[src/design/bio_pkg.sv]
package bio_pkg;
	// ****************************************
	// sizes
	// ****************************************
	localparam int          NUM_PORTS    = 9;
	localparam int          PORT_W       = 4;
	localparam int          PIN_SYNC_W   = 36;
	localparam int          PORT_A       = 0;
	localparam int          PORT_B       = 1;
	localparam int          PORT_D       = 3;
	localparam int          PORT_IRQ     = 4;
	localparam int          PORT_SER     = 5;
	localparam int          WDT_BIT      = 1;
	localparam int          XTAL_IN_BIT  = 2;
	localparam int          XTAL_OUT_BIT = 3;
	localparam int          IRQ_ONE_BIT  = 2;
	localparam int          IRQ_TWO_BIT  = 0;
	localparam int          SER_HID_BIT  = 3;
	// ****************************************
	// register offsets
	// ****************************************
	localparam logic [7:0]  ADDR_PORT_BASE  = 8'h04;
	localparam logic [7:0]  ADDR_PORT_LAST  = 8'h0C;
	localparam logic [7:0]  ADDR_SENSE_LO   = 8'h0E;
	localparam logic [7:0]  ADDR_SENSE_HI   = 8'h10;
	localparam logic [7:0]  ADDR_INDEX      = 8'h20;
	localparam logic [7:0]  ADDR_BITOP      = 8'h21;
	localparam logic [7:0]  ADDR_CTRL       = 8'h22;
	localparam logic [7:0]  ADDR_IRQ_STAT   = 8'h23;
	localparam logic [7:0]  ADDR_IRQ_MASK   = 8'h24;
	localparam logic [7:0]  ADDR_ADC_SEL    = 8'h25;
	localparam logic [7:0]  ADDR_INT_EN     = 8'h26;
	// ****************************************
	// field positions
	// ****************************************
	localparam int          BITOP_SET    = 0;
	localparam int          BITOP_CLR    = 1;
	localparam int          CTRL_DUAL    = 0;
	localparam int          STAT_IRQ_ONE = 0;
	localparam int          STAT_IRQ_TWO = 1;
	localparam int          INTEN_TWO    = 0;
	localparam int          INTEN_MASTER = 3;
	// ****************************************
	// reset values
	// ****************************************
	localparam logic [3:0]  LATCH_RST    = 4'hF;
	localparam logic [3:0]  ZERO_RST     = 4'h0;
	localparam logic [2:0]  ADC_SEL_RST  = 3'h0;
	localparam logic [35:0] PIN_RST      = 36'hF_FFFF_FFFF;
	localparam logic [1:0]  EDGE_RST     = 2'h3;
endpackage

[src/design/bio_ports.sv]
`timescale 1ns/1ps
`default_nettype none
// Overview of operation
// - set, clear or test any of sixteen pins of ports a to d by index.
// - index upper two bits pick port, lower two bits pick bit.
// - all bidirectional output latches go to ones during reset.
// - ports a and b feed analog inputs; reset selects channel zero.
// - dual-clock mode gives port d upper pins to the slow crystal.
// - watchdog pin drives watchdog output AND its latch.
// - falling edge on irq one pin always raises irq one; master enable accepts.
// - falling edge on irq two pin raises irq two; master enable and enable bit 0 both gate acceptance.
// - serial-shared port has three pins with latches; serial use needs ones.
// - serial port bit 3 has no pin; writes alter core state, reads undefined.
// - ports e, f, g are latched 4-bit bidirectional ports reset to ones.
// - sense input reads inverted at lo address bit 0 and hi address bit 3.
// - sense input pin is shared with the hold request input.
module bio_ports (
	input  wire logic       ref_clk,
	input  wire logic       rst_n,
	// register port
	input  wire logic [7:0] addr,
	input  wire logic [3:0] wdata,
	input  wire logic       wr_stb,
	input  wire logic       rd_stb,
	output logic      [3:0] rdata,
	// bidirectional ports: drive level, enable, pin level
	input  wire logic [3:0] bidir_port_a_i,
	output logic      [3:0] bidir_port_a_o,
	output logic      [3:0] bidir_port_a_oe,
	input  wire logic [3:0] bidir_port_b_i,
	output logic      [3:0] bidir_port_b_o,
	output logic      [3:0] bidir_port_b_oe,
	input  wire logic [3:0] bidir_port_c_i,
	output logic      [3:0] bidir_port_c_o,
	output logic      [3:0] bidir_port_c_oe,
	input  wire logic [3:0] bidir_port_d_i,
	output logic      [3:0] bidir_port_d_o,
	output logic      [3:0] bidir_port_d_oe,
	input  wire logic [3:0] irq_timer_shared_port_i,
	output logic      [3:0] irq_timer_shared_port_o,
	output logic      [3:0] irq_timer_shared_port_oe,
	input  wire logic [2:0] serial_shared_port_i,
	output logic      [2:0] serial_shared_port_o,
	output logic      [2:0] serial_shared_port_oe,
	input  wire logic [3:0] bidir_port_e_i,
	output logic      [3:0] bidir_port_e_o,
	output logic      [3:0] bidir_port_e_oe,
	input  wire logic [3:0] bidir_port_f_i,
	output logic      [3:0] bidir_port_f_o,
	output logic      [3:0] bidir_port_f_oe,
	input  wire logic [3:0] bidir_port_g_i,
	output logic      [3:0] bidir_port_g_o,
	output logic      [3:0] bidir_port_g_oe,
	// shared functions
	input  wire logic       inverted_sense_input,
	input  wire logic       watchdog_level,
	output logic            hold_request,
	output logic            dual_clock_mode,
	output logic            slow_xtal_enable,
	output logic      [2:0] analog_channel_sel,
	output logic            serial_hidden_bit,
	output logic            serial_hidden_wr,
	output logic            ext_irq_one_accept,
	output logic            ext_irq_two_accept,
	output logic            irq
);
	// ****************************************
	// declarations
	// ****************************************
	logic [3:0]  latch_reg [0:bio_pkg::NUM_PORTS-1];
	logic [3:0]  oe_reg    [0:bio_pkg::NUM_PORTS-1];
	logic [3:0]  pin_lvl   [0:bio_pkg::NUM_PORTS-1];
	logic [35:0] pin_async;
	logic [35:0] pin_sync;
	logic [3:0]  index_reg;
	logic        dual_reg;
	logic [1:0]  stat_reg;
	logic [1:0]  mask_reg;
	logic [2:0]  adc_sel_reg;
	logic [3:0]  int_en_reg;
	logic [3:0]  rdata_reg;
	logic        hold_reg;
	logic        hid_wr_reg;
	logic        accept_one_reg;
	logic        accept_two_reg;
	logic        irq_reg;
	logic [1:0]  irq_pins;
	logic [1:0]  irq_fall;
	logic [1:0]  stat_next;
	logic [3:0]  rdata_next;
	logic        port_hit;
	logic [3:0]  port_idx;
	logic        bitop_wr;
	logic [1:0]  bit_port;
	logic [1:0]  bit_pos;
	logic        sense_lvl;

	// ****************************************
	// pin synchronisers and edge detect
	// ****************************************
	assign pin_async = {inverted_sense_input, bidir_port_g_i, bidir_port_f_i, bidir_port_e_i,
		serial_shared_port_i, irq_timer_shared_port_i, bidir_port_d_i, bidir_port_c_i,
		bidir_port_b_i, bidir_port_a_i};

	bio_sync #(
		.W (bio_pkg::PIN_SYNC_W)
	) u_sync (
		.ref_clk  (ref_clk),
		.rst_n    (rst_n),
		.async_in (pin_async),
		.sync_out (pin_sync)
	);

	assign pin_lvl[0] = pin_sync[3:0];
	assign pin_lvl[1] = pin_sync[7:4];
	assign pin_lvl[2] = pin_sync[11:8];
	assign pin_lvl[3] = pin_sync[15:12];
	assign pin_lvl[4] = pin_sync[19:16];
	// bit 3 has no pin; its read is undefined, zero is returned
	assign pin_lvl[5] = {1'b0, pin_sync[22:20]};
	assign pin_lvl[6] = pin_sync[26:23];
	assign pin_lvl[7] = pin_sync[30:27];
	assign pin_lvl[8] = pin_sync[34:31];
	assign sense_lvl  = pin_sync[35];

	// edges are caught even while the pin serves as a plain port bit
	assign irq_pins = {pin_lvl[bio_pkg::PORT_IRQ][bio_pkg::IRQ_TWO_BIT],
		pin_lvl[bio_pkg::PORT_IRQ][bio_pkg::IRQ_ONE_BIT]};

	bio_fall_edge u_edge (
		.ref_clk (ref_clk),
		.rst_n   (rst_n),
		.level   (irq_pins),
		.fall    (irq_fall)
	);

	// ****************************************
	// address decode
	// ****************************************
	always_comb begin
		port_hit = (addr >= bio_pkg::ADDR_PORT_BASE) && (addr <= bio_pkg::ADDR_PORT_LAST);
		port_idx = 4'(addr - bio_pkg::ADDR_PORT_BASE);
		bitop_wr = wr_stb && (addr == bio_pkg::ADDR_BITOP);
		bit_port = index_reg[3:2];
		bit_pos  = index_reg[1:0];
	end

	// ****************************************
	// output latches
	// ****************************************
	genvar gi;
	generate
		for (gi = 0; gi < bio_pkg::NUM_PORTS; gi++) begin : g_latch
			always_ff @(posedge ref_clk) begin
				if (!rst_n) begin
					latch_reg[gi] <= bio_pkg::LATCH_RST;
				end else if (wr_stb && port_hit && (port_idx == 4'(gi))) begin
					latch_reg[gi] <= wdata;
				end else if (bitop_wr && (gi < 4) && (bit_port == 2'(gi))) begin
					// indexed bit access reaches only the first four ports
					if (wdata[bio_pkg::BITOP_SET]) begin
						latch_reg[gi][bit_pos] <= 1'b1;
					end else if (wdata[bio_pkg::BITOP_CLR]) begin
						latch_reg[gi][bit_pos] <= 1'b0;
					end
				end
			end
		end
	endgenerate

	// ****************************************
	// pin drive enables
	// ****************************************
	// a zero latch pulls the pin low; a one releases it so it can be read
	generate
		for (gi = 0; gi < bio_pkg::NUM_PORTS; gi++) begin : g_oe
			always_ff @(posedge ref_clk) begin
				if (!rst_n) begin
					oe_reg[gi] <= bio_pkg::ZERO_RST;
				end else if (gi == bio_pkg::PORT_D) begin
					oe_reg[gi][0] <= ~latch_reg[gi][0];
					// watchdog low pulls the pin whatever the latch holds
					oe_reg[gi][bio_pkg::WDT_BIT] <= ~(latch_reg[gi][bio_pkg::WDT_BIT]
						& watchdog_level);
					// crystal pins are never driven by port logic in dual-clock mode
					oe_reg[gi][bio_pkg::XTAL_IN_BIT] <= ~dual_reg
						& ~latch_reg[gi][bio_pkg::XTAL_IN_BIT];
					oe_reg[gi][bio_pkg::XTAL_OUT_BIT] <= ~dual_reg
						& ~latch_reg[gi][bio_pkg::XTAL_OUT_BIT];
				end else if (gi == bio_pkg::PORT_SER) begin
					oe_reg[gi] <= {1'b0, ~latch_reg[gi][2:0]};
				end else begin
					oe_reg[gi] <= ~latch_reg[gi];
				end
			end
		end
	endgenerate

	assign bidir_port_a_o           = latch_reg[0];
	assign bidir_port_a_oe          = oe_reg[0];
	assign bidir_port_b_o           = latch_reg[1];
	assign bidir_port_b_oe          = oe_reg[1];
	assign bidir_port_c_o           = latch_reg[2];
	assign bidir_port_c_oe          = oe_reg[2];
	assign bidir_port_d_o           = latch_reg[3];
	assign bidir_port_d_oe          = oe_reg[3];
	assign irq_timer_shared_port_o  = latch_reg[4];
	assign irq_timer_shared_port_oe = oe_reg[4];
	assign serial_shared_port_o     = latch_reg[5][2:0];
	assign serial_shared_port_oe    = oe_reg[5][2:0];
	assign bidir_port_e_o           = latch_reg[6];
	assign bidir_port_e_oe          = oe_reg[6];
	assign bidir_port_f_o           = latch_reg[7];
	assign bidir_port_f_oe          = oe_reg[7];
	assign bidir_port_g_o           = latch_reg[8];
	assign bidir_port_g_oe          = oe_reg[8];
	assign serial_hidden_bit        = latch_reg[bio_pkg::PORT_SER][bio_pkg::SER_HID_BIT];

	// ****************************************
	// control registers
	// ****************************************
	always_ff @(posedge ref_clk) begin
		if (!rst_n) begin
			index_reg <= bio_pkg::ZERO_RST;
		end else if (wr_stb && (addr == bio_pkg::ADDR_INDEX)) begin
			index_reg <= wdata;
		end
	end

	always_ff @(posedge ref_clk) begin
		if (!rst_n) begin
			dual_reg <= 1'b0;
		end else if (wr_stb && (addr == bio_pkg::ADDR_CTRL)) begin
			dual_reg <= wdata[bio_pkg::CTRL_DUAL];
		end
	end

	always_ff @(posedge ref_clk) begin
		if (!rst_n) begin
			adc_sel_reg <= bio_pkg::ADC_SEL_RST;
		end else if (wr_stb && (addr == bio_pkg::ADDR_ADC_SEL)) begin
			adc_sel_reg <= wdata[2:0];
		end
	end

	always_ff @(posedge ref_clk) begin
		if (!rst_n) begin
			int_en_reg <= bio_pkg::ZERO_RST;
		end else if (wr_stb && (addr == bio_pkg::ADDR_INT_EN)) begin
			int_en_reg <= wdata;
		end
	end

	always_ff @(posedge ref_clk) begin
		if (!rst_n) begin
			mask_reg <= 2'h0;
		end else if (wr_stb && (addr == bio_pkg::ADDR_IRQ_MASK)) begin
			mask_reg <= wdata[1:0];
		end
	end

	// core is told of every write to the pinless serial bit
	always_ff @(posedge ref_clk) begin
		if (!rst_n) begin
			hid_wr_reg <= 1'b0;
		end else begin
			hid_wr_reg <= wr_stb && (addr == bio_pkg::ADDR_PORT_BASE + 8'(bio_pkg::PORT_SER));
		end
	end

	// ****************************************
	// interrupt status
	// ****************************************
	// a new edge wins over a write-one-to-clear in the same cycle
	always_comb begin
		stat_next = stat_reg;
		if (wr_stb && (addr == bio_pkg::ADDR_IRQ_STAT)) begin
			stat_next = stat_reg & ~wdata[1:0];
		end
		if (irq_fall[0]) begin
			stat_next[bio_pkg::STAT_IRQ_ONE] = 1'b1;
		end
		if (irq_fall[1]) begin
			stat_next[bio_pkg::STAT_IRQ_TWO] = 1'b1;
		end
	end

	always_ff @(posedge ref_clk) begin
		if (!rst_n) begin
			stat_reg <= 2'h0;
		end else begin
			stat_reg <= stat_next;
		end
	end

	always_ff @(posedge ref_clk) begin
		if (!rst_n) begin
			accept_one_reg <= 1'b0;
			accept_two_reg <= 1'b0;
			irq_reg        <= 1'b0;
		end else begin
			accept_one_reg <= stat_next[bio_pkg::STAT_IRQ_ONE]
				& int_en_reg[bio_pkg::INTEN_MASTER];
			accept_two_reg <= stat_next[bio_pkg::STAT_IRQ_TWO]
				& int_en_reg[bio_pkg::INTEN_MASTER] & int_en_reg[bio_pkg::INTEN_TWO];
			irq_reg        <= |(stat_next & mask_reg);
		end
	end

	// ****************************************
	// sense input and misc outputs
	// ****************************************
	always_ff @(posedge ref_clk) begin
		if (!rst_n) begin
			hold_reg <= 1'b0;
		end else begin
			hold_reg <= sense_lvl;
		end
	end

	// ****************************************
	// read path
	// ****************************************
	// bidirectional ports read the pin, not the latch
	always_comb begin
		rdata_next = bio_pkg::ZERO_RST;
		if (port_hit) begin
			rdata_next = pin_lvl[port_idx];
		end else if (addr == bio_pkg::ADDR_SENSE_LO) begin
			rdata_next = {3'h0, ~sense_lvl};
		end else if (addr == bio_pkg::ADDR_SENSE_HI) begin
			rdata_next = {~sense_lvl, 3'h0};
		end else if (addr == bio_pkg::ADDR_INDEX) begin
			rdata_next = index_reg;
		end else if (addr == bio_pkg::ADDR_BITOP) begin
			rdata_next = {3'h0, pin_lvl[bit_port][bit_pos]};
		end else if (addr == bio_pkg::ADDR_CTRL) begin
			rdata_next = {3'h0, dual_reg};
		end else if (addr == bio_pkg::ADDR_IRQ_STAT) begin
			rdata_next = {2'h0, stat_reg};
		end else if (addr == bio_pkg::ADDR_IRQ_MASK) begin
			rdata_next = {2'h0, mask_reg};
		end else if (addr == bio_pkg::ADDR_ADC_SEL) begin
			rdata_next = {1'b0, adc_sel_reg};
		end else if (addr == bio_pkg::ADDR_INT_EN) begin
			rdata_next = int_en_reg;
		end
	end

	always_ff @(posedge ref_clk) begin
		if (!rst_n) begin
			rdata_reg <= bio_pkg::ZERO_RST;
		end else if (rd_stb) begin
			rdata_reg <= rdata_next;
		end else begin
			rdata_reg <= bio_pkg::ZERO_RST;
		end
	end

	assign rdata              = rdata_reg;
	assign hold_request       = hold_reg;
	assign dual_clock_mode    = dual_reg;
	assign slow_xtal_enable   = dual_reg;
	assign analog_channel_sel = adc_sel_reg;
	assign serial_hidden_wr   = hid_wr_reg;
	assign ext_irq_one_accept = accept_one_reg;
	assign ext_irq_two_accept = accept_two_reg;
	assign irq                = irq_reg;
endmodule
`default_nettype wire

[src/design/bio_sync.sv]
`timescale 1ns/1ps
`default_nettype none
module bio_sync #(
	parameter int W = 36
) (
	input  wire logic         ref_clk,
	input  wire logic         rst_n,
	input  wire logic [W-1:0] async_in,
	output logic      [W-1:0] sync_out
);
	// ****************************************
	// two-stage synchroniser
	// ****************************************
	logic [W-1:0] stage1_reg;

	// pins rest high (released), so reset to ones avoids false falling edges
	always_ff @(posedge ref_clk) begin
		if (!rst_n) begin
			stage1_reg <= W'(bio_pkg::PIN_RST);
			sync_out   <= W'(bio_pkg::PIN_RST);
		end else begin
			stage1_reg <= async_in;
			sync_out   <= stage1_reg;
		end
	end
endmodule
`default_nettype wire

[src/design/bio_fall_edge.sv]
`timescale 1ns/1ps
`default_nettype none
module bio_fall_edge (
	input  wire logic       ref_clk,
	input  wire logic       rst_n,
	input  wire logic [1:0] level,
	output logic      [1:0] fall
);
	// ****************************************
	// falling edge detect, one pulse per edge
	// ****************************************
	logic [1:0] prev_reg;

	always_ff @(posedge ref_clk) begin
		if (!rst_n) begin
			prev_reg <= bio_pkg::EDGE_RST;
		end else begin
			prev_reg <= level;
		end
	end

	assign fall = prev_reg & ~level;
endmodule
`default_nettype wire

[config.mk]
export PLATFORM = sky130hd
export DESIGN_NAME = bio_ports
export DESIGN_NICKNAME = d
export VERILOG_FILES = /design/src/design/bio_pkg.sv /design/src/design/bio_ports.sv /design/src/design/bio_sync.sv /design/src/design/bio_fall_edge.sv
export SDC_FILE = /design/constraint.sdc
export NUM_CORES = 1
export LEC_CHECK = 0
export BUFFER_PORTS_ARGS = -buffer_cell sky130_fd_sc_hd__buf_2
export CORE_MARGIN = 2
export CORE_UTILIZATION = 58
export DETAILED_ROUTE_END_ITERATION = 16
export PLACE_DENSITY = 0.84
export SLEW_MARGIN = 0
export SYNTH_ARGS = -nofsm -noshare
export SYNTH_HDL_FRONTEND = slang
export SYNTH_SLANG_ARGS = --single-unit
[constraint.sdc]
create_clock -name ref_clk -period 6.7 [get_ports ref_clk]
set_clock_uncertainty 0.05 [all_clocks]
set_input_delay 1.34 -clock ref_clk [delete_from_list [all_inputs] [get_ports ref_clk]]
set_output_delay 1.34 -clock ref_clk [all_outputs]
set_load 0.01 [all_outputs]
Word-level counts from Yosys, hierarchy flattened

Memory sizes are Yosys's and may differ from the RTL's.
Cells that the tools add are included.
Widths: inputs -> output; s select.

$add $sub $neg: 1
$lt $le $gt $ge: 6
Equality and inequality tests: 21
Muxes and demuxes: 140
Bitwise gates (word level): 80
Reductions and logical operators: 28

Operator list:

| cell               | number |
|---|---|
| $mux 4             | 39 |
| $mux 1             | 96 |
| $eq 8x6->1 const B | 7 |
| $or 1x1->1         | 53 |
| $not 4->4          | 7 |
| $logic_and 1x1->1  | 24 |
| $bmux 4 s4         | 1 |
| $eq 4x3->1 const B | 4 |
| $eq 8x4->1 const B | 2 |
| $bmux 4 s3         | 1 |
| $eq 4x2->1 const B | 2 |
| $eq 8x5->1 const B | 1 |
| $ge 8x3->1 const B | 1 |
| $le 8x4->1 const B | 1 |
| $and 1x1->1        | 6 |
| $and 2x2->2        | 3 |
| $not 1->1          | 6 |
| $ge 3x5->1 const B | 1 |
| $ge 5x5->1 const B | 1 |
| $not 4->5          | 1 |
| $eq 2x2->1 const B | 2 |
| $eq 4x1->1 const B | 1 |
| $eq 4x4->1 const B | 1 |
| $logic_not 4->1    | 1 |
| other kinds (13)   | 14 |

Register bits: 99
RAM bits: 72
Input port bits: 53
Output and inout bits: 85
Word-level logic and storage cells: 293
Memories kept: 2

Memories:

| name      | words | width | rd ports | clocked after Yosys merged registers in | write ports | RTL line        | RTL |
|---|---|---|---|---|---|---|---|
| latch_reg | 9     | 4     | 9        | 0                                       | 9           | bio_ports.sv:70 | `logic [3:0] latch_reg [0:bio_pkg::NUM_PORTS-1];` |
| oe_reg    | 9     | 4     | 9        | 0                                       | 9           | bio_ports.sv:71 | `logic [3:0] oe_reg [0:bio_pkg::NUM_PORTS-1];` |

Logic depth before layout (Yosys ltp)

Gate-level depths: netlist of run 1.

Word-level depth: 11
Gate-level depth with buffers: 9
Depth with buffers taken out: 7

Cells and area by module

Synthesis of run 1 repeated with hierarchy kept, for this count alone.

Cell total of the unflattened synthesis: 581
Area, all modules: 6406.1 µm²

Modules (own cells, without submodules):

| module        | times used | cells each | area an instance (µm²) | seq. area each (µm²) |
|---|---|---|---|---|
| bio_ports     | 1          | 424        | 4411.7                 | 2282.2 |
| bio_sync      | 1          | 151        | 1929.4                 | 1441.4 |
| bio_fall_edge | 1          | 6          | 65.1                   | 40.0 |

Worst setup path before layout of run 1

Ideal clock, no wire load.

Kind: input to register
Start: input addr[2]
End: memory latch_reg[2][0] (enable)
Library setup time: 303 ps
Data arrival time: 2985 ps
Required time: 6347 ps
Setup slack: 3363 ps
Stages: 8
Path buffers: 2
Cells stage by stage: buf_2 inv_1 ha_1 clkbuf_1 and2_1 nand3_1 or3_1 o21ai_1

RTL lines:

| what               | RTL line        | RTL |
|---|---|---|
| start: declaration | bio_ports.sv:21 | `input wire logic [7:0] addr,` |
| end: declaration   | bio_ports.sv:70 |  |

==> out/metrics.csv, run 1 <==
metric,value,unit
setup violators final,0,
DRC,0,
final core utilization,71.0,%
overall die area,0.0118,mm^2
Int Power,1.69,mW
CP Capture Type,flop,
row count,38,
Clock Tree Buf Depth,2,
main flop type after synthesis,dfxtp_1,
R2R depth,3,
CTS tree,built,
met1 usage in global routing,28.8,%
largest net degree at the start of global routing,88,
Max Clk Rate,328,MHz
post-CTS setup buffers,0,
Mapped Nets,638,
async set or reset register ratio after synthesis,0,%
LEAKAGE,3.18,nW
Finished Layout Cells,856,
first-pass GRT wire length,21000,um
IO Pins,138,
HP Class,reg2reg,
gpl congestion,0.918,
first drt pass iteration count,5,
reg2reg start,index_reg[3],
GRT overflow,0,
crit path DAT,3.24,ns
Inserted Diodes,0,
cts repair resizes,0,
Synth Warn #,0,
htree depth,4,
Final min period,3.05,ns
Tcrit/Tclk final,45.5,%
Layout area overhead,20.3,%
sequential share of power,50.5,%
clock power share,42.9,%
dpl cells,824,
status,"complete, no violations",
Die H,109,um
drt total wl,13600,um
R2R Setup Slk,4.78,ns
fraction of layout cells with a size suffix above 1,26.8,%
Critical Path RT,6.89,ns
Post-synth EDFFs,36,
startpoint types,input pin,
sequential area share after synthesis,59.4,%
Synth Area per Inst,10.9,um^2
Worst slew margin,46.8,%
core area,0.0107,mm^2
drt wl/cell,15.9,um
CTS Root Cell,clkbuf_8,
Sw Pwr,498,uW
WHS Endpoint,u_sync.sync_out[17],
"commonest cells after routing, fill and taps aside","137 x buf_2, 134 x dfxtp_1, 85 x nand2b_1",
Post-CTS Hold Buffers,0,
WS Path Type,in2reg,
hpwl dp,9680,um
Die X-Extent,109,um
Yosys reg bits,170,
TritonCTS buffer count,17,
pins over their slew limit,0,
R2R Path End,latch_reg[2][3],
DRC violation total after the first TritonRoute iteration,279,
"commonest non-fill, non-tap cell in the layout",buf_2,
initial antenna violation count,0,
vias per std cell,5.43,
Power Density,287,mW/mm^2
synth unique cells,59,
buffers added on ports,137,
"top cells by area, synth","dfxtp_1 42%, edfxtp_1 17%, nand2b_1 8.4%",
Max Cap Violations,0,
worst-margin pin slew,0.798,ns
number of global-route vias before repair,4318,
busiest metal layer after global routing,met2,
worst skew pair latency,0.52,ns
VDD IR max,0.173,mV
min-delay src,u_sync.stage1_reg[17],
GRT Overall Usage,23.7,%
global-route track usage on met2,40.9,%
RSZ-0062 raised after global routing,false,
Synth top area share,42.3,%
vias,4649,
Final Hold Vio Count,0,
synthesized area,0.00634,mm^2
Hold Path Stages,1,
most area-hungry cell type in the Yosys netlist,dfxtp_1,
ANT nets after route,0,
GR Util met3,5.85,%
Final #Nets,761,
switching portion of total power,22.8,%
clock slew at reported path FFs,0.07,ns
Post-Syn Instances,580,
Setup TNS,0,ns
starting density of the core,59.0,%
"Max FO, Critical Path",12,
Comb pwr share,6.6,%
clk sinks,170,
[logic make-up (layout without fill, tap and decap cells)]
logic type               count (synthesis)  count (layout)  share of synthesized area (%)
adder cells (fa/ha/maj)                  5               5                          0.987
AO/OA/AOI/OAI                           82              82                           8.74
AND/OR/NAND/NOR                        247             247                           21.5
flip-flops                             170             170                           59.4
buffers and inverters                   43             179                           3.14
multiplexers                            33              33                           6.30
[worst max-delay path: stages]
cell and delay [ns]:
buf_2 0.19, inv_1 0.22, ha_1 0.38, and2_1 0.26, nand3_1 0.16, nor3_1 0.51, a32oi_1 0.17
[how the worst max path moves through the flow]
stage	startpoint	endpoint	slack, ns
final	addr[2]	latch_reg[2][3]	3.65
after floorplan	addr[2]	latch_reg[2][0]	3.36
after global routing	addr[2]	latch_reg[0][1]	3.49
after global placement	addr[2]	latch_reg[2][1]	3.21
after CTS	addr[2]	latch_reg[2][3]	3.70
after detailed placement	addr[2]	latch_reg[2][0]	3.15
[power by group through the flow]
stage / logic [mW] / registers, mW / clock network (mW)
2_1_floorplan: 0.0764 / 1.13 / 0
4_1_cts: 0.145 / 1.10 / 0.949
5_1_grt: 0.159 / 1.11 / 0.992
6_report: 0.144 / 1.10 / 0.939
3_5_place_dp: 0.144 / 1.13 / 0
3_3_place_gp: 0.141 / 1.12 / 0
[synth_stat cells, types with 5 or more instances]
cell type	count
clkbuf_1	20
nor2b_1	7
nand4_1	7
edfxtp_1	36
a22oi_1	17
nor2_1	73
nand3_1	9
dfxtp_1	134
o21ai_1	17
buf_2	8
nand2_1	27
mux2i_1	23
a21oi_1	11
inv_1	7
mux4_2	5
ha_1	5
and2_1	5
mux2_2	5
or3_1	5
nand2b_1	85
o21ai_0	8
[per-layer routing]
| metal | vias to the layer above | share of wire, % |
|---|---|---|
| met4 | 0 | 1.5 |
| met3 | 20 | 8.2 |
| met1 | 2144 | 41 |
| li1 | 2251 | - |
| met5 | - | 0 |
| met2 | 234 | 50 |
[per-stage QoR]
stage,hold WS [ns],area [um^2],total power [mW],setup WS [ns]
final,0.353,7630,2.19,3.65
after global routing,0.375,7630,2.26,3.49
after CTS,0.357,7630,2.20,3.70
after detailed placement,0.343,7050,1.27,3.15
after global placement,0.341,7050,1.26,3.21
after floorplan,0.336,6340,1.21,3.36
[layout make-up]
cell class	count	area, um^2
Inverter	7	26.3
Clock buffer	20	468
Tap cell	140	175
Multi-Input combinational cell	367	2380
Timing Repair Buffer	140	708
Sequential cell	170	3760
Clock inverter	12	110
Fill cell	786	3120
(Power assumes the default switching activity.)
==> inputs of run 2 (changes only) <==
Settings changed: ABC_AREA from default to 1, CORE_UTILIZATION 58 to 54, PLACE_DENSITY 0.84 to 0.79.
Clock period 6.7 ns to 2.99 ns, I/O delays scaled along.
==> out/metrics.csv, run 2 <==
metric,value,unit,change
Inserted Diodes,0,,unchanged
Critical Path RT,3.00,ns,-3.89 ns
vias per std cell,5.27,,-2.9%
buffers added on ports,137,,unchanged
Finished Layout Cells,1011,,+18%
drt total wl,15200,um,+11%
reg2reg start,index_reg[3],,
Yosys reg bits,170,,unchanged
htree depth,4,,unchanged
WS Path Type,in2reg,,
post-CTS setup buffers,0,,unchanged
"Max FO, Critical Path",9,,-3
Die H,113,um,+4.4%
status,"complete, no violations",,
CP Capture Type,flop,,
top layer in use,met4,,
Max Clk Rate,444,MHz,
main flop type after synthesis,dfxtp_1,,
DRC violation total after the first TritonRoute iteration,413,,+48%
"commonest non-fill, non-tap cell in the layout",buf_2,,
Met3 Wirelength,1120,um,unchanged
Clock Tree Buf Depth,2,,unchanged
clk sinks,170,,unchanged
R2R Setup Slk,0.92,ns,-3.86 ns
switching portion of total power,22.1,%,-0.73 points
"commonest cells after routing, fill and taps aside","137 x buf_2, 134 x dfxtp_1, 126 x nand2_1",,
Layout area overhead,22.0,%,
clock power share,44.0,%,+1.1 points
sequential area share after synthesis,58.3,%,-1.1 points
Comb pwr share,6.2,%,-0.4 points
Final #Nets,913,,+20%
clock slew at reported path FFs,0.06,ns,about the same
gpl congestion,0.921,,+0.36%
GRT Overall Usage,24.9,%,+1.2 points
R2R Path End,latch_reg[2][0],,
Synth top area share,41.6,%,-0.75 points
M1 wire length,5970,um,+7.8%
WHS Endpoint,oe_reg[3][1],,
min-delay src,watchdog_level,,
starting density of the core,55.8,%,-3.2 points
Final min period,2.25,ns,
largest net degree at the start of global routing,66,,-25%
DRC,0,,unchanged
CTS Root Cell,clkbuf_16,,
Die X-Extent,113,um,+4.4%
Post-CTS Hold Buffers,0,,unchanged
most frequent cell after synthesis,dfxtp_1,,
Int Power,3.83,mW,+130%
HP Class,in2reg,,
most area-hungry cell type in the Yosys netlist,dfxtp_1,,
drt wl/cell,15.0,um,-5.7%
number of global-route vias before repair,5160,,+19%
initial antenna violation count,0,,unchanged
pins over their slew limit,0,,unchanged
GRT overflow,0,,unchanged
Power Density,624,mW/mm^2,+120%
Worst slew margin,46.9,%,+0.071 points
Setup TNS,0,ns,unchanged
cts repair resizes,0,,unchanged
worst skew pair latency,0.43,ns,-0.09 ns
VDD IR max,0.551,mV,+220%
startpoint types,input pin,,
synth unique cells,36,,-39%
Post-Syn Instances,714,,+23%
hpwl dp,11000,um,+13%
Commonest cells post-synth,"134 x dfxtp_1, 126 x nand2_1, 76 x nor2_1, 72 x or2_2, 57 x inv_1",,
Tcrit/Tclk final,75.4,%,
crit path DAT,2.26,ns,-0.98 ns
async set or reset register ratio after synthesis,0,%,unchanged
worst-margin pin slew,0.796,ns,-0.00223 ns
synthesized area,0.00645,mm^2,+1.8%
row count,39,,+2.6%
fraction of layout cells with a size suffix above 1,32.0,%,+5.2 points
first drt pass iteration count,6,,+1
Post-synth EDFFs,36,,unchanged
met2 WL,7620,um,+12%
Max Cap Violations,0,,unchanged
R2R depth,6,,+3
first-pass GRT wire length,24800,um,+18%
dpl cells,979,,+19%
Synth Warn #,0,,unchanged
Mapped Nets,772,,+21%
CTS tree,built,,
core area,0.0116,mm^2,+7.6%
RSZ-0062 raised after global routing,false,,
vias,5331,,+15%
Worst Hold Slack,0.299,ns,-0.0538 ns
"top cells by area, synth","dfxtp_1 42%, edfxtp_1 17%, nand2_1 7.3%",,
LEAKAGE,3.41,nW,+7.0%
overall die area,0.0128,mm^2,+9.0%
IO Pins,138,,unchanged
Synth Area per Inst,9.04,um^2,-17%
Hold Path Stages,2,,+1
setup violators final,0,,unchanged
TritonCTS buffer count,17,,unchanged
Sw Pwr,1.08,mW,+120%
Final Hold Vio Count,0,,unchanged
sequential share of power,49.8,%,-0.7 points
ANT nets after route,0,,unchanged
## run 2: changes by cell type in the layout (fill, tap and decap cells not counted), sizes merged, moves of 6 or more
cell,change
nand2,+110
nand2b,-85
or2,+68
inv,+52
a21oi,+43
mux2i,-23
nand3,+21
a22oi,-13
nor2,+8
nor2b,-8
nor3,+8
o211ai,+7
o21ai,+6
## run 2: cells by family (layout without fill, tap and decap cells)
logic type,Yosys count,count (layout),synth area share [%]
and+or+nand+nor,348,348,26.4
DFF,170,170,58.3
AOI/OAI and AO/OA,106,106,9.11
buffers and inverters,85,239,5.18
adders and majority gates,5,5,0.969
## run 2: worst max-delay path: stages
cell	delay (ns)
buf_2	0.14
inv_1	0.17
ha_1	0.27
a21oi_1	0.18
nand2_2	0.12
nor2_4	0.17
nand2_4	0.11
o21ai_0	0.51
## run 2: power by group through the flow
stage / Sequential, mW / Clock [mW] / Combinational, mW
4_1_cts: 2.45 / 2.19 / 0.306
3_5_place_dp: 2.50 / 0 / 0.304
6_report: 2.45 / 2.16 / 0.306
3_3_place_gp: 2.49 / 0 / 0.295
2_1_floorplan: 2.51 / 0 / 0.167
5_1_grt: 2.45 / 2.29 / 0.339
## run 2: stage by stage
stage	power, mW	cell area (um^2)	setup slack (ns)	utilization (%)
floorplan	2.67	6450	0.801	-
global placement	2.79	7280	0.507	62.9
detailed placement	2.80	7280	0.369	62.9
CTS	4.95	7870	0.772	68.1
global route	5.08	7870	0.617	68.1
finish	4.91	7870	0.736	68.1
## run 2: final cells by class
class                           count  area (um^2)
Fill cell                         933         3690
Sequential cell                   170         3760
Clock buffer                       24          513
Multi-Input combinational cell    459         2360
Clock inverter                      8         81.3
Inverter                           62          233
Timing Repair Buffer              145          746
Tap cell                          143          179
## run 2: worst max-delay path by stage
stage               startpoint         endpoint  slack (ns)  depth (start not counted)
finish                 addr[2]  latch_reg[6][2]        0.74                          8
global route           addr[2]  latch_reg[6][2]        0.62                          8
CTS                    addr[2]  latch_reg[6][2]        0.77                          8
detailed placement     addr[2]  latch_reg[4][0]        0.37                          8
global placement       addr[2]  latch_reg[7][0]        0.51                          8
floorplan              addr[3]  latch_reg[6][0]        0.80                          8
## run 2: per-layer routing
layer	vias up	GRT usage, %
met5	-	0
met4	0	12.2
met3	37	5.95
met2	256	43.5
met1	2440	28.5
li1	2598	-
